<file path="config.mk">
export PLATFORM = sky130hd
export DESIGN_NAME = frg_regs
export DESIGN_NICKNAME = d
export VERILOG_FILES = /design/src/frg_pkg.sv /design/src/frg_regs.sv
export SDC_FILE = /design/constraint.sdc
export NUM_CORES = 1
export LEC_CHECK = 0
export BUFFER_PORTS_ARGS = -buffer_cell sky130_fd_sc_hd__buf_2
export CAP_MARGIN = 5
export CORE_ASPECT_RATIO = 0.75
export CORE_MARGIN = 2
export CORE_UTILIZATION = 40
export CTS_BUF_LIST = sky130_fd_sc_hd__clkbuf_8
export DETAILED_ROUTE_END_ITERATION = 10
export GPL_ROUTABILITY_DRIVEN = 0
export SYNTH_ARGS = -nofsm -noshare
export SYNTH_HDL_FRONTEND = slang
export SYNTH_SLANG_ARGS = --single-unit
</file>
<file path="constraint.sdc">
create_clock -name i_ref_clk -period 1.6 [get_ports i_ref_clk]
set_clock_uncertainty 0.15 [all_clocks]
set_input_delay 0.24 -clock i_ref_clk [delete_from_list [all_inputs] [get_ports i_ref_clk]]
set_output_delay 0.24 -clock i_ref_clk [all_outputs]
set_load 0.02 [all_outputs]
</file>
<file path="src/frg_pkg.sv">
// Constants for the focus, RF gain and RF offset control words
package frg_pkg;

  // ---------------------------------------------------------------
  // Word layout
  // ---------------------------------------------------------------
  localparam int WORD_W  = 16;
  localparam int ADDR_W  = 4;
  localparam int ADDR_HI = 15;
  localparam int ADDR_LO = 12;

  // ---------------------------------------------------------------
  // Register numbers carried in the top nibble
  // ---------------------------------------------------------------
  localparam logic [3:0] REG_FOCUS_OFFSET_CTRL    = 4'h2;
  localparam logic [3:0] REG_RF_PATH_GAIN         = 4'h3;
  localparam logic [3:0] REG_RF_LEFT_RIGHT_OFFSET = 4'h4;
  localparam logic [3:0] REG_RF_SUM_OFFSET        = 4'h5;
  localparam logic [3:0] REG_PATH_SELECT          = 4'h8;
  localparam logic [3:0] REG_OFFSET_STATUS        = 4'h9;

  // ---------------------------------------------------------------
  // Field positions
  // ---------------------------------------------------------------
  localparam int ALT_TIMING_BIT   = 11;
  localparam int FOCUS_OFF_BIT    = 10;
  localparam int FOCUS_FRAC_LO    = 5;
  localparam int FOCUS_FRAC_W     = 5;
  localparam int GAIN1_LO         = 10;
  localparam int GAIN1_W          = 2;
  localparam int GAIN2_LO         = 8;
  localparam int GAIN2_W          = 2;
  localparam int GAIN3_LO         = 4;
  localparam int GAIN3_W          = 4;
  localparam int LEFT_OFFS_LO     = 6;
  localparam int LOW_OFFS_LO      = 0;
  localparam int OFFS_W           = 6;
  localparam int SEL_INPUT_BIT    = 0;
  localparam int SEL_DAC_SRC_BIT  = 1;

  // First stage gain code that the host must not use
  localparam logic [1:0] GAIN1_FORBIDDEN = 2'h3;

  // ---------------------------------------------------------------
  // Reset values
  // ---------------------------------------------------------------
  localparam logic [4:0]  RST_FRAC   = 5'h00;
  localparam logic [1:0]  RST_GAIN2B = 2'h0;
  localparam logic [3:0]  RST_GAIN4B = 4'h0;
  localparam logic [5:0]  RST_OFFS   = 6'h00;
  localparam logic [15:0] RST_WORD   = 16'h0000;

endpackage

</file>
<file path="src/frg_regs.sv">
// Focus offset, RF gain and RF offset control register bank
//
// Operation
// - Word bits 15..12 pick the target: 2H, 3H, 4H, 5H or 8H.
// - Register 2H bit 11 enables the alternate timing mode.
// - Register 2H bit 10 low turns focus offset on, high off.
// - Register 2H bits 9..5 hold focus fraction 0 to 31/32.
// - Register 3H bits 11..10 first gain 0/6/12 dB; code 11 banned.
// - Register 3H bits 9..8 second gain 6/12/18/24 dB.
// - Register 3H bits 7..4 third gain 0 to 13 dB linear.
// - Register 4H bits 11..6 left offset, used when input select is 0.
// - Input select 1 makes the left offset field ignored.
// - Register 4H bits 5..0 right offset while input select is 0.
// - Select 1, source 0: 4H low drives phase and sum paths alike.
// - Select 1, source 1: 4H low field is ignored.
// - Register 5H bits 5..0 hold a separate sum offset code.
// - Input select 0 picks diode inputs, 1 picks the sum input.
// - DAC source 0 takes phase code from 4H low, 1 from 5H.
`timescale 1ns/1ps
`default_nettype none

module frg_regs
  import frg_pkg::*;
(
  input  wire logic                       i_ref_clk,       // 20 MHz clock
  input  wire logic                       i_reset,         // Sync reset
  input  wire logic [frg_pkg::ADDR_W-1:0] i_addr,          // Read address
  input  wire logic [frg_pkg::WORD_W-1:0] i_wdata,         // Control word
  input  wire logic                       i_wr,            // Write strobe
  input  wire logic                       i_rd,            // Read strobe
  output logic      [frg_pkg::WORD_W-1:0] o_rdata,         // Read data
  output logic                            o_alt_timing_mode, // Mode on
  output logic                            o_focus_offset_on,  // Focus DAC on
  output logic      [4:0]                 o_focus_offset_frac, // Fraction
  output logic      [1:0]                 o_rf_first_stage_gain, // Gain 1
  output logic      [1:0]                 o_rf_second_stage_gain, // Gain 2
  output logic      [3:0]                 o_rf_third_stage_gain, // Gain 3
  output logic                            o_rf_input_select, // 1: sum input
  output logic      [5:0]                 o_rf_left_offset,  // Left code
  output logic                            o_rf_left_offset_en, // Left used
  output logic      [5:0]                 o_rf_right_offset, // Right code
  output logic                            o_rf_right_offset_en, // Right used
  output logic      [5:0]                 o_phase_offset,    // Phase DAC code
  output logic      [5:0]                 o_sum_offset,      // Sum path code
  output logic                            o_sum_offset_en    // Sum used
);

  // ---------------------------------------------------------------
  // Stored fields
  // ---------------------------------------------------------------
  logic       alt_timing_mode_r,         alt_timing_mode_nxt;
  logic       focus_offset_off_r,        focus_offset_off_nxt;
  logic [4:0] focus_frac_r,              focus_frac_nxt;
  logic [1:0] rf_first_stage_gain_r,     rf_first_stage_gain_nxt;
  logic [1:0] rf_second_stage_gain_r,    rf_second_stage_gain_nxt;
  logic [3:0] rf_third_stage_gain_r,     rf_third_stage_gain_nxt;
  logic [5:0] rf_left_offset_r,          rf_left_offset_nxt;
  logic [5:0] low_offset_r,              low_offset_nxt;
  logic [5:0] rf_sum_offset_code_r,      rf_sum_offset_code_nxt;
  logic       rf_input_select_r,         rf_input_select_nxt;
  logic       phase_offset_dac_source_r, phase_offset_dac_source_nxt;

  logic [3:0] word_reg;
  logic [1:0] gain1_in;

  assign word_reg = i_wdata[ADDR_HI:ADDR_LO];
  assign gain1_in = i_wdata[GAIN1_LO +: GAIN1_W];

  // Field update from routed control words
  always_comb begin
    alt_timing_mode_nxt         = alt_timing_mode_r;
    focus_offset_off_nxt        = focus_offset_off_r;
    focus_frac_nxt              = focus_frac_r;
    rf_first_stage_gain_nxt     = rf_first_stage_gain_r;
    rf_second_stage_gain_nxt    = rf_second_stage_gain_r;
    rf_third_stage_gain_nxt     = rf_third_stage_gain_r;
    rf_left_offset_nxt          = rf_left_offset_r;
    low_offset_nxt              = low_offset_r;
    rf_sum_offset_code_nxt      = rf_sum_offset_code_r;
    rf_input_select_nxt         = rf_input_select_r;
    phase_offset_dac_source_nxt = phase_offset_dac_source_r;
    if (i_wr) begin
      case (word_reg)
        REG_FOCUS_OFFSET_CTRL: begin
          alt_timing_mode_nxt  = i_wdata[ALT_TIMING_BIT];
          focus_offset_off_nxt = i_wdata[FOCUS_OFF_BIT];
          focus_frac_nxt = i_wdata[FOCUS_FRAC_LO +: FOCUS_FRAC_W];
        end
        REG_RF_PATH_GAIN: begin
          // Forbidden first stage code keeps the previous gain
          if (gain1_in != GAIN1_FORBIDDEN) begin
            rf_first_stage_gain_nxt = gain1_in;
          end
          rf_second_stage_gain_nxt =
            i_wdata[GAIN2_LO +: GAIN2_W];
          rf_third_stage_gain_nxt =
            i_wdata[GAIN3_LO +: GAIN3_W];
        end
        REG_RF_LEFT_RIGHT_OFFSET: begin
          rf_left_offset_nxt = i_wdata[LEFT_OFFS_LO +: OFFS_W];
          low_offset_nxt     = i_wdata[LOW_OFFS_LO +: OFFS_W];
        end
        REG_RF_SUM_OFFSET: begin
          // Bits 11..6 are not stored
          rf_sum_offset_code_nxt =
            i_wdata[LOW_OFFS_LO +: OFFS_W];
        end
        REG_PATH_SELECT: begin
          rf_input_select_nxt         = i_wdata[SEL_INPUT_BIT];
          phase_offset_dac_source_nxt = i_wdata[SEL_DAC_SRC_BIT];
        end
        default: begin
          alt_timing_mode_nxt = alt_timing_mode_r;
        end
      endcase
    end
  end

  // Field registers
  always_ff @(posedge i_ref_clk) begin
    if (i_reset) begin
      alt_timing_mode_r         <= 1'b0;
      focus_offset_off_r        <= 1'b0;
      focus_frac_r              <= RST_FRAC;
      rf_first_stage_gain_r     <= RST_GAIN2B;
      rf_second_stage_gain_r    <= RST_GAIN2B;
      rf_third_stage_gain_r     <= RST_GAIN4B;
      rf_left_offset_r          <= RST_OFFS;
      low_offset_r              <= RST_OFFS;
      rf_sum_offset_code_r      <= RST_OFFS;
      rf_input_select_r         <= 1'b0;
      phase_offset_dac_source_r <= 1'b0;
    end else begin
      alt_timing_mode_r         <= alt_timing_mode_nxt;
      focus_offset_off_r        <= focus_offset_off_nxt;
      focus_frac_r              <= focus_frac_nxt;
      rf_first_stage_gain_r     <= rf_first_stage_gain_nxt;
      rf_second_stage_gain_r    <= rf_second_stage_gain_nxt;
      rf_third_stage_gain_r     <= rf_third_stage_gain_nxt;
      rf_left_offset_r          <= rf_left_offset_nxt;
      low_offset_r              <= low_offset_nxt;
      rf_sum_offset_code_r      <= rf_sum_offset_code_nxt;
      rf_input_select_r         <= rf_input_select_nxt;
      phase_offset_dac_source_r <= phase_offset_dac_source_nxt;
    end
  end

  // ---------------------------------------------------------------
  // Effective settings, one cycle after the stored fields
  // ---------------------------------------------------------------
  logic       eff_alt_nxt, eff_focus_on_nxt, eff_left_en_nxt;
  logic       eff_right_en_nxt, eff_sum_en_nxt;
  logic [4:0] eff_frac_nxt;
  logic [5:0] eff_left_nxt, eff_right_nxt, eff_phase_nxt, eff_sum_nxt;

  // Offset routing by input select and DAC source
  always_comb begin
    eff_alt_nxt      = alt_timing_mode_r;
    eff_focus_on_nxt = ~focus_offset_off_r;
    eff_frac_nxt     = focus_frac_r;
    eff_left_en_nxt  = ~rf_input_select_r;
    eff_right_en_nxt = ~rf_input_select_r;
    eff_left_nxt     = RST_OFFS;
    eff_right_nxt    = RST_OFFS;
    eff_sum_nxt      = RST_OFFS;
    eff_sum_en_nxt   = 1'b0;
    if (!rf_input_select_r) begin
      eff_left_nxt  = rf_left_offset_r;
      eff_right_nxt = low_offset_r;
    end else if (!phase_offset_dac_source_r) begin
      // Left field ignored in sum input mode
      eff_sum_nxt    = low_offset_r;
      eff_sum_en_nxt = 1'b1;
    end
    // Phase DAC code source
    if (phase_offset_dac_source_r) begin
      eff_phase_nxt = rf_sum_offset_code_r;
    end else begin
      eff_phase_nxt = low_offset_r;
    end
  end

  // Output registers
  always_ff @(posedge i_ref_clk) begin
    if (i_reset) begin
      o_alt_timing_mode      <= 1'b0;
      o_focus_offset_on      <= 1'b0;
      o_focus_offset_frac    <= RST_FRAC;
      o_rf_first_stage_gain  <= RST_GAIN2B;
      o_rf_second_stage_gain <= RST_GAIN2B;
      o_rf_third_stage_gain  <= RST_GAIN4B;
      o_rf_input_select      <= 1'b0;
      o_rf_left_offset       <= RST_OFFS;
      o_rf_left_offset_en    <= 1'b0;
      o_rf_right_offset      <= RST_OFFS;
      o_rf_right_offset_en   <= 1'b0;
      o_phase_offset         <= RST_OFFS;
      o_sum_offset           <= RST_OFFS;
      o_sum_offset_en        <= 1'b0;
    end else begin
      o_alt_timing_mode      <= eff_alt_nxt;
      o_focus_offset_on      <= eff_focus_on_nxt;
      o_focus_offset_frac    <= eff_frac_nxt;
      o_rf_first_stage_gain  <= rf_first_stage_gain_r;
      o_rf_second_stage_gain <= rf_second_stage_gain_r;
      o_rf_third_stage_gain  <= rf_third_stage_gain_r;
      o_rf_input_select      <= rf_input_select_r;
      o_rf_left_offset       <= eff_left_nxt;
      o_rf_left_offset_en    <= eff_left_en_nxt;
      o_rf_right_offset      <= eff_right_nxt;
      o_rf_right_offset_en   <= eff_right_en_nxt;
      o_phase_offset         <= eff_phase_nxt;
      o_sum_offset           <= eff_sum_nxt;
      o_sum_offset_en        <= eff_sum_en_nxt;
    end
  end

  // ---------------------------------------------------------------
  // Read port
  // ---------------------------------------------------------------
  logic [WORD_W-1:0] rdata_nxt;

  // Read back of stored words; unmapped reads return zero
  always_comb begin
    rdata_nxt = RST_WORD;
    if (i_rd) begin
      case (i_addr)
        REG_FOCUS_OFFSET_CTRL: begin
          rdata_nxt[ADDR_HI:ADDR_LO]          = REG_FOCUS_OFFSET_CTRL;
          rdata_nxt[ALT_TIMING_BIT]           = alt_timing_mode_r;
          rdata_nxt[FOCUS_OFF_BIT]            = focus_offset_off_r;
          rdata_nxt[FOCUS_FRAC_LO +: FOCUS_FRAC_W] = focus_frac_r;
        end
        REG_RF_PATH_GAIN: begin
          rdata_nxt[ADDR_HI:ADDR_LO]        = REG_RF_PATH_GAIN;
          rdata_nxt[GAIN1_LO +: GAIN1_W]    = rf_first_stage_gain_r;
          rdata_nxt[GAIN2_LO +: GAIN2_W]    = rf_second_stage_gain_r;
          rdata_nxt[GAIN3_LO +: GAIN3_W]    = rf_third_stage_gain_r;
        end
        REG_RF_LEFT_RIGHT_OFFSET: begin
          rdata_nxt[ADDR_HI:ADDR_LO]        = REG_RF_LEFT_RIGHT_OFFSET;
          rdata_nxt[LEFT_OFFS_LO +: OFFS_W] = rf_left_offset_r;
          rdata_nxt[LOW_OFFS_LO +: OFFS_W]  = low_offset_r;
        end
        REG_RF_SUM_OFFSET: begin
          rdata_nxt[ADDR_HI:ADDR_LO]        = REG_RF_SUM_OFFSET;
          rdata_nxt[LOW_OFFS_LO +: OFFS_W]  = rf_sum_offset_code_r;
        end
        REG_PATH_SELECT: begin
          rdata_nxt[ADDR_HI:ADDR_LO]        = REG_PATH_SELECT;
          rdata_nxt[SEL_INPUT_BIT]          = rf_input_select_r;
          rdata_nxt[SEL_DAC_SRC_BIT]        = phase_offset_dac_source_r;
        end
        REG_OFFSET_STATUS: begin
          rdata_nxt[ADDR_HI:ADDR_LO]        = REG_OFFSET_STATUS;
          rdata_nxt[0]                      = o_rf_left_offset_en;
          rdata_nxt[1]                      = o_rf_right_offset_en;
          rdata_nxt[2]                      = o_sum_offset_en;
          rdata_nxt[3]                      = o_focus_offset_on;
        end
        default: begin
          rdata_nxt = RST_WORD;
        end
      endcase
    end
  end

  // Read data register, valid only the cycle after the strobe
  always_ff @(posedge i_ref_clk) begin
    if (i_reset) begin
      o_rdata <= RST_WORD;
    end else begin
      o_rdata <= rdata_nxt;
    end
  end

  // ---------------------------------------------------------------
  // Checks
  // ---------------------------------------------------------------
  property p_route_focus;
    @(posedge i_ref_clk) disable iff (i_reset)
    (i_wr && word_reg == REG_FOCUS_OFFSET_CTRL) |=> ##1
    (o_focus_offset_frac == $past(i_wdata[9:5], 2));
  endproperty
  a_route_focus: assert property (p_route_focus)
    else $error("focus fraction not taken from routed word");

  property p_alt_mode;
    @(posedge i_ref_clk) disable iff (i_reset)
    (i_wr && word_reg == REG_FOCUS_OFFSET_CTRL) |=> ##1
    (o_alt_timing_mode == $past(i_wdata[11], 2));
  endproperty
  a_alt_mode: assert property (p_alt_mode)
    else $error("alternate timing mode differs from bit 11");

  property p_focus_inv;
    @(posedge i_ref_clk) disable iff (i_reset)
    (i_wr && word_reg == REG_FOCUS_OFFSET_CTRL) |=> ##1
    (o_focus_offset_on != $past(i_wdata[10], 2));
  endproperty
  a_focus_inv: assert property (p_focus_inv)
    else $error("focus offset enable sense not inverted");

  property p_gain1_hold;
    @(posedge i_ref_clk) disable iff (i_reset)
    (i_wr && word_reg == REG_RF_PATH_GAIN && gain1_in == GAIN1_FORBIDDEN)
    |=> ##1 $stable(o_rf_first_stage_gain);
  endproperty
  a_gain1_hold: assert property (p_gain1_hold)
    else $error("forbidden first gain code was applied");

  property p_gain23;
    @(posedge i_ref_clk) disable iff (i_reset)
    (i_wr && word_reg == REG_RF_PATH_GAIN) |=> ##1
    ({o_rf_second_stage_gain, o_rf_third_stage_gain}
      == $past(i_wdata[9:4], 2));
  endproperty
  a_gain23: assert property (p_gain23)
    else $error("second or third gain not taken");

  property p_left_ignored;
    @(posedge i_ref_clk) disable iff (i_reset)
    o_rf_input_select |-> (!o_rf_left_offset_en && !o_rf_right_offset_en);
  endproperty
  a_left_ignored: assert property (p_left_ignored)
    else $error("left or right offset used with sum input");

  property p_same_value;
    @(posedge i_ref_clk) disable iff (i_reset)
    o_sum_offset_en |-> (o_sum_offset == o_phase_offset);
  endproperty
  a_same_value: assert property (p_same_value)
    else $error("phase and sum offsets differ");

  property p_src_5h;
    @(posedge i_ref_clk) disable iff (i_reset)
    phase_offset_dac_source_r |=>
    (o_phase_offset == $past(rf_sum_offset_code_r));
  endproperty
  a_src_5h: assert property (p_src_5h)
    else $error("phase code not taken from sum register");

  property p_unmapped;
    @(posedge i_ref_clk) disable iff (i_reset)
    (!i_rd || i_addr > REG_OFFSET_STATUS) |=> (o_rdata == RST_WORD);
  endproperty
  a_unmapped: assert property (p_unmapped)
    else $error("read data not zero outside a read");

endmodule

`default_nettype wire

</file>
# Word level (Yosys, flattened, before mapping)

Index checks and enable logic that the tools add are counted.

Register bits: 93
Input bits: 24
Output and inout bits: 59
Logic and storage cells: 58

Equal/unequal tests: 12
Mux-type cells: 8
Bitwise gates (word level): 3
Reductions and logical operators: 10

Operator list:

| kind                                                             | count |
|---|---|
| 4-bit case mux with 6 select lines                               | 1 |
| 6-bit case mux with 3 select lines                               | 1 |
| 4-bit by 2-bit == test with 1-bit output (second input constant) | 4 |
| 4-bit by 3-bit == test with 1-bit output (second input constant) | 4 |
| 4-bit == test (second input constant)                            | 3 |
| 2-bit AND reduction                                              | 5 |
| 2-bit case mux with 4 select lines                               | 1 |
| 6-bit 2-to-1 mux                                                 | 1 |
| 2-bit case mux with 3 select lines                               | 1 |
| 2-bit OR reduction                                               | 3 |
| 1-bit case mux with 4 select lines                               | 1 |
| 1-bit inverter                                                   | 3 |
| 1-bit case mux with 3 select lines                               | 1 |
| 3-bit AND reduction                                              | 1 |
| 3-bit OR reduction                                               | 1 |
| 2-bit != test (second input constant)                            | 1 |
| 1-bit 2-to-1 mux                                                 | 1 |

# Longest topological paths before layout

Word-level depth: 2
Gate-level depth with buffers: 5
Depth with buffers taken out: 3

# Worst setup path after synthesis

Ideal clock, no wire load.

Path kind: input to register
From: input port i_reset
To: register o_rdata[10] (netlist name)
Library setup time: 0.070 ns
Data arrival time: 1.101 ns
Data required time: 1.380 ns
Setup slack: 0.279 ns
Stages: 4
Buffers on the path: 1
Cell sequence: buf_2 > or3b_1 > o21bai_4 > a21oi_1

Cells in the longest elaborated chain, start to end: 1

Ends and longest elaborated chain:

| item                         | line            | RTL |
|---|---|---|
| from (decl)                  | frg_regs.sv:26  | `input wire logic i_reset,` |
| 2-bit OR reduction (no line) | -               |  |
| to (signal assigned)         | frg_regs.sv:273 | `o_rdata <= rdata_nxt;` |
| to (decl)                    | frg_regs.sv:31  | `output logic [frg_pkg::WORD_W-1:0] o_rdata,` |

Every way passes these cells.
A chain may end at the register's enable or synchronous reset.

# Worst setup path in the final report

From: register rf_input_select_r
To: register o_rf_right_offset[0]

Cells in the longest elaborated chain, start to end: 1

Ends and longest elaborated chain:

| item                         | line            | RTL |
|---|---|---|
| from (decl)                  | frg_regs.sv:60  | `logic rf_input_select_r, rf_input_select_nxt;` |
| from (signal assigned)       | frg_regs.sv:143 | `rf_input_select_r <= rf_input_select_nxt;` |
| 2-bit OR reduction (no line) | -               |  |
| to (signal assigned)         | frg_regs.sv:210 | `o_rf_right_offset <= eff_right_nxt;` |
| to (decl)                    | frg_regs.sv:41  | `output logic [5:0] o_rf_right_offset,` |

Every way passes these cells.

==> results.md <==
- ANT nets after route: 0
- Die ar.: 0.008875 mm²
- NetSw: 0.0009241 W
- CTS tree: yes
- CP Capture Type: flip-flop
- Final design utilization: 0.5095
- Worst slew pin tran: 842.5 ps
- Initial Util: 0.4125
- Synth area leaders: dfxtp_1 57%, mux2i_1 13%, nand2_1 5.9%
- Cell area after synthesis: 0.003252 mm²
- Req. time, crit path: between 1500 and 2000 ps
- Crit path DAT: 1530 ps
- Most frequent cells in the layout: 93 x dfxtp_1, 82 x buf_2, 51 x nand2_1
- Clock buffer depth: 2
- Largest net degree at the start of global routing: 18
- Hold path start: i_wdata[3]
- Worst flop-to-flop path startpoint: rf_input_select_r
- Reg-to-reg critical path endpoint: o_rf_right_offset[0]
- Crit path time final: between 1000 and 1500 ps
- Final period util: 0.8718
- Sw Share: 0.2280
- Initial antenna violation count: 0
- Hold Path Cell Cnt: 3
- Start point of the critical path: rf_input_select_r
- Setup tns final: 0 ps
- Post-Syn Instances: approximately 300
- Cell area after layout: 0.004016 mm²
- Hold Path Class: input port to flip-flop
- Port Buffers: 82
- Synth unique cells: 40
- Root buf cell: clkbuf_8
- CTS buffer count: 9
- Share of cells above drive strength 1: 0.3042
- CTS sink cnt: 93
- Residual DRC count: 0
- Die X: 108.1 µm
- Hold_buf cts: 0
- Reg2reg path depth: 2
- Startpoint types: flip-flop
- Hold endpoint: rf_sum_offset_code_r[3]
- Routed wire per std cell: about 14 µm
- Pint: 0.003130 W
- RSZ-0062 raised after global routing: false
- Setup CP Type: flip-flop to flip-flop
- Area delta synth->final: 23.51%
- IO Pins: 83
- Gates resized, CTS repair: 0
- PD cells: 1009 mW/mm²
- Sequential-to-total area share from yosys stat: 0.5725
- CORE AREA: 0.007883 mm²
- CP max FO: 13
- Setup violators final: 0
- Flop pwr share: 0.580
- Cell taking the most area after synthesis: dfxtp_1
- Die height: 82.09 µm
- Gr usage total: 0.1642
- Status: finished clean
- Setup bufs post-CTS: 0
- FF-to-FF setup slack: 210 ps
- Clock power share: 0.362
- Commonest non-fill, non-tap cell in the layout: dfxtp_1
- Final hold viol count: 0
- Area share of the largest cell type after synthesis: 0.5725
- Via count: about 2400
- First-pass GRT wire length: roughly 11 mm
- DRT Wirelength: 7.120 mm
- # diodes: 0
- Vias/cell: roughly 4.7
- Max Freq: approximately 0.72 GHz
- Placed inst area: 0.003836 mm²
- Leak pwr: approximately 2 nW
- Reg clk slew, reported paths: roughly 90 ps
- Worst vdd ir: 453.1 µV
- Starting DRT DRC Count: 62
- Fin cells: just over 500
- H-tree levels: 3
- Max-Cap Viols: 0
- Synth Register Bits: 93
- Yosys warnings: 0
- Pre-Repair DR Iteration Count: 4
- Nets@finish: 421
- FP Rows: 28
- Logic gate share of total power: 0.058
- Gr ovfl total: 0
- HPWL Detailed: approximately 5.2 mm
- Avg Inst Size Synth: between 10 and 15 µm²
- Vias in the first global route: roughly 2100
- Slew Limit Fails: 0
- Cell total after placement: roughly 490
- Relative slew slack: 0.4363
- Syn Nets: between 300 and 400
- Clk_lat worst skew: 350 ps
registers in the layout (all words and copies together), names as in the netlist, 4 cells and up:
register,count
o_rf_third_stage_gain,4
o_sum_offset,6
o_rf_left_offset,6
low_offset_r,6
o_rdata,16
eff_frac_nxt,5
o_focus_offset_frac,5
o_phase_offset,6
rf_left_offset_r,6
rf_sum_offset_code_r,6
rf_third_stage_gain_r,4
o_rf_right_offset,6
cell type report:
| cell class | count | area [µm²] |
|---|---|---|
| Inverter | 15 | 56.30 |
| Tap cell | 105 | 131.4 |
| Clock buffer | 9 | 123.9 |
| Fill cell | 740 | 3866 |
| Sequential cell | 93 | 1862 |
| Multi-Input combinational cell | 184 | 1274 |
| Clock inverter | 6 | 56.30 |
| Timing Repair Buffer | 94 | 513.0 |
metal layers:
layer / vias to the layer above / routed length (µm) / share of wire / track usage
met5: - / 0 / 0 / 0
met4: 0 / 62 / 0.0087 / 0.03462
met3: 7 / 455 / 0.064 / 0.05714
met2: 63 / 2876 / 0.40 / 0.2302
met1: 1079 / 3726 / 0.52 / 0.2418
li1: 1206 / - / - / -
power by group through the flow:
stage	sequential, W	combinational (W)	clock [W]
after floorplan	0.00242	0.000124	0
after global placement	0.00240	0.000234	0
after detailed placement	0.00240	0.000237	0
after CTS	0.00235	0.000238	0.00151
after global routing	0.00235	0.000258	0.00160
final	0.00235	0.000237	0.00147
cells by family after synthesis:
group | Yosys count | share of synthesized area
compound gates | 27 | 0.06772
buf+inv | 28 | 0.03578
flops | 93 | 0.5725
mux | 44 | 0.1358
simple gates | 113 | 0.1882
metrics by stage:
| step | hold slack, ps | power, W | setup slack (ps) |
|---|---|---|---|
| 3_5_place_dp | 288.8 | 0.002641 | 66.76 |
| 3_3_place_gp | 284.6 | 0.002638 | 101.8 |
| 4_1_cts | 0.6740 | 0.004093 | 163.5 |
| 6_report | 7.080 | 0.004054 | 205.1 |
| 2_1_floorplan | 251.5 | 0.002539 | 279.4 |
| 5_1_grt | 5.661 | 0.004208 | 93.17 |
how the worst max path moves through the flow:
| stage | end | slack (ps) | cells after the start |
|---|---|---|---|
| 2_1_floorplan | o_rdata[10] | 280 | 4 |
| 3_5_place_dp | o_rf_right_offset[0] | 70 | 3 |
| 6_report | o_rf_right_offset[0] | 210 | 2 |
| 5_1_grt | o_rf_left_offset[1] | 90 | 2 |
| 3_3_place_gp | o_rdata[6] | 100 | 4 |
| 4_1_cts | o_rf_right_offset[0] | 160 | 2 |
worst max-delay path, cell delays in order, from the launching register on:
cell     delay [ps]
dfxtp_1         310
nor2_1          650
and2_1          230
synthesized netlist by cell type, drive strengths merged:
library cell and number:
dfxtp 93, nand2 52, mux2i 43, and2 19, nor2 16, inv 15, a22oi 8, clkbuf 8
a21oi 6, nor2b 6, buf 5, nand2b 3, nor3b 3, a22o 2, a32o 2, and2b 2
and3b 2, nor3 2, o22a 2, or3b 2, a2111oi 1, a221oi 1, a31oi 1, and3 1
and4b 1, and4bb 1, mux2 1, nand3b 1, nand4bb 1, nor4b 1, o21ai 1, o21bai 1
o221a 1, o311a 1
No activity file was read; power rests on OpenSTA's default activity.
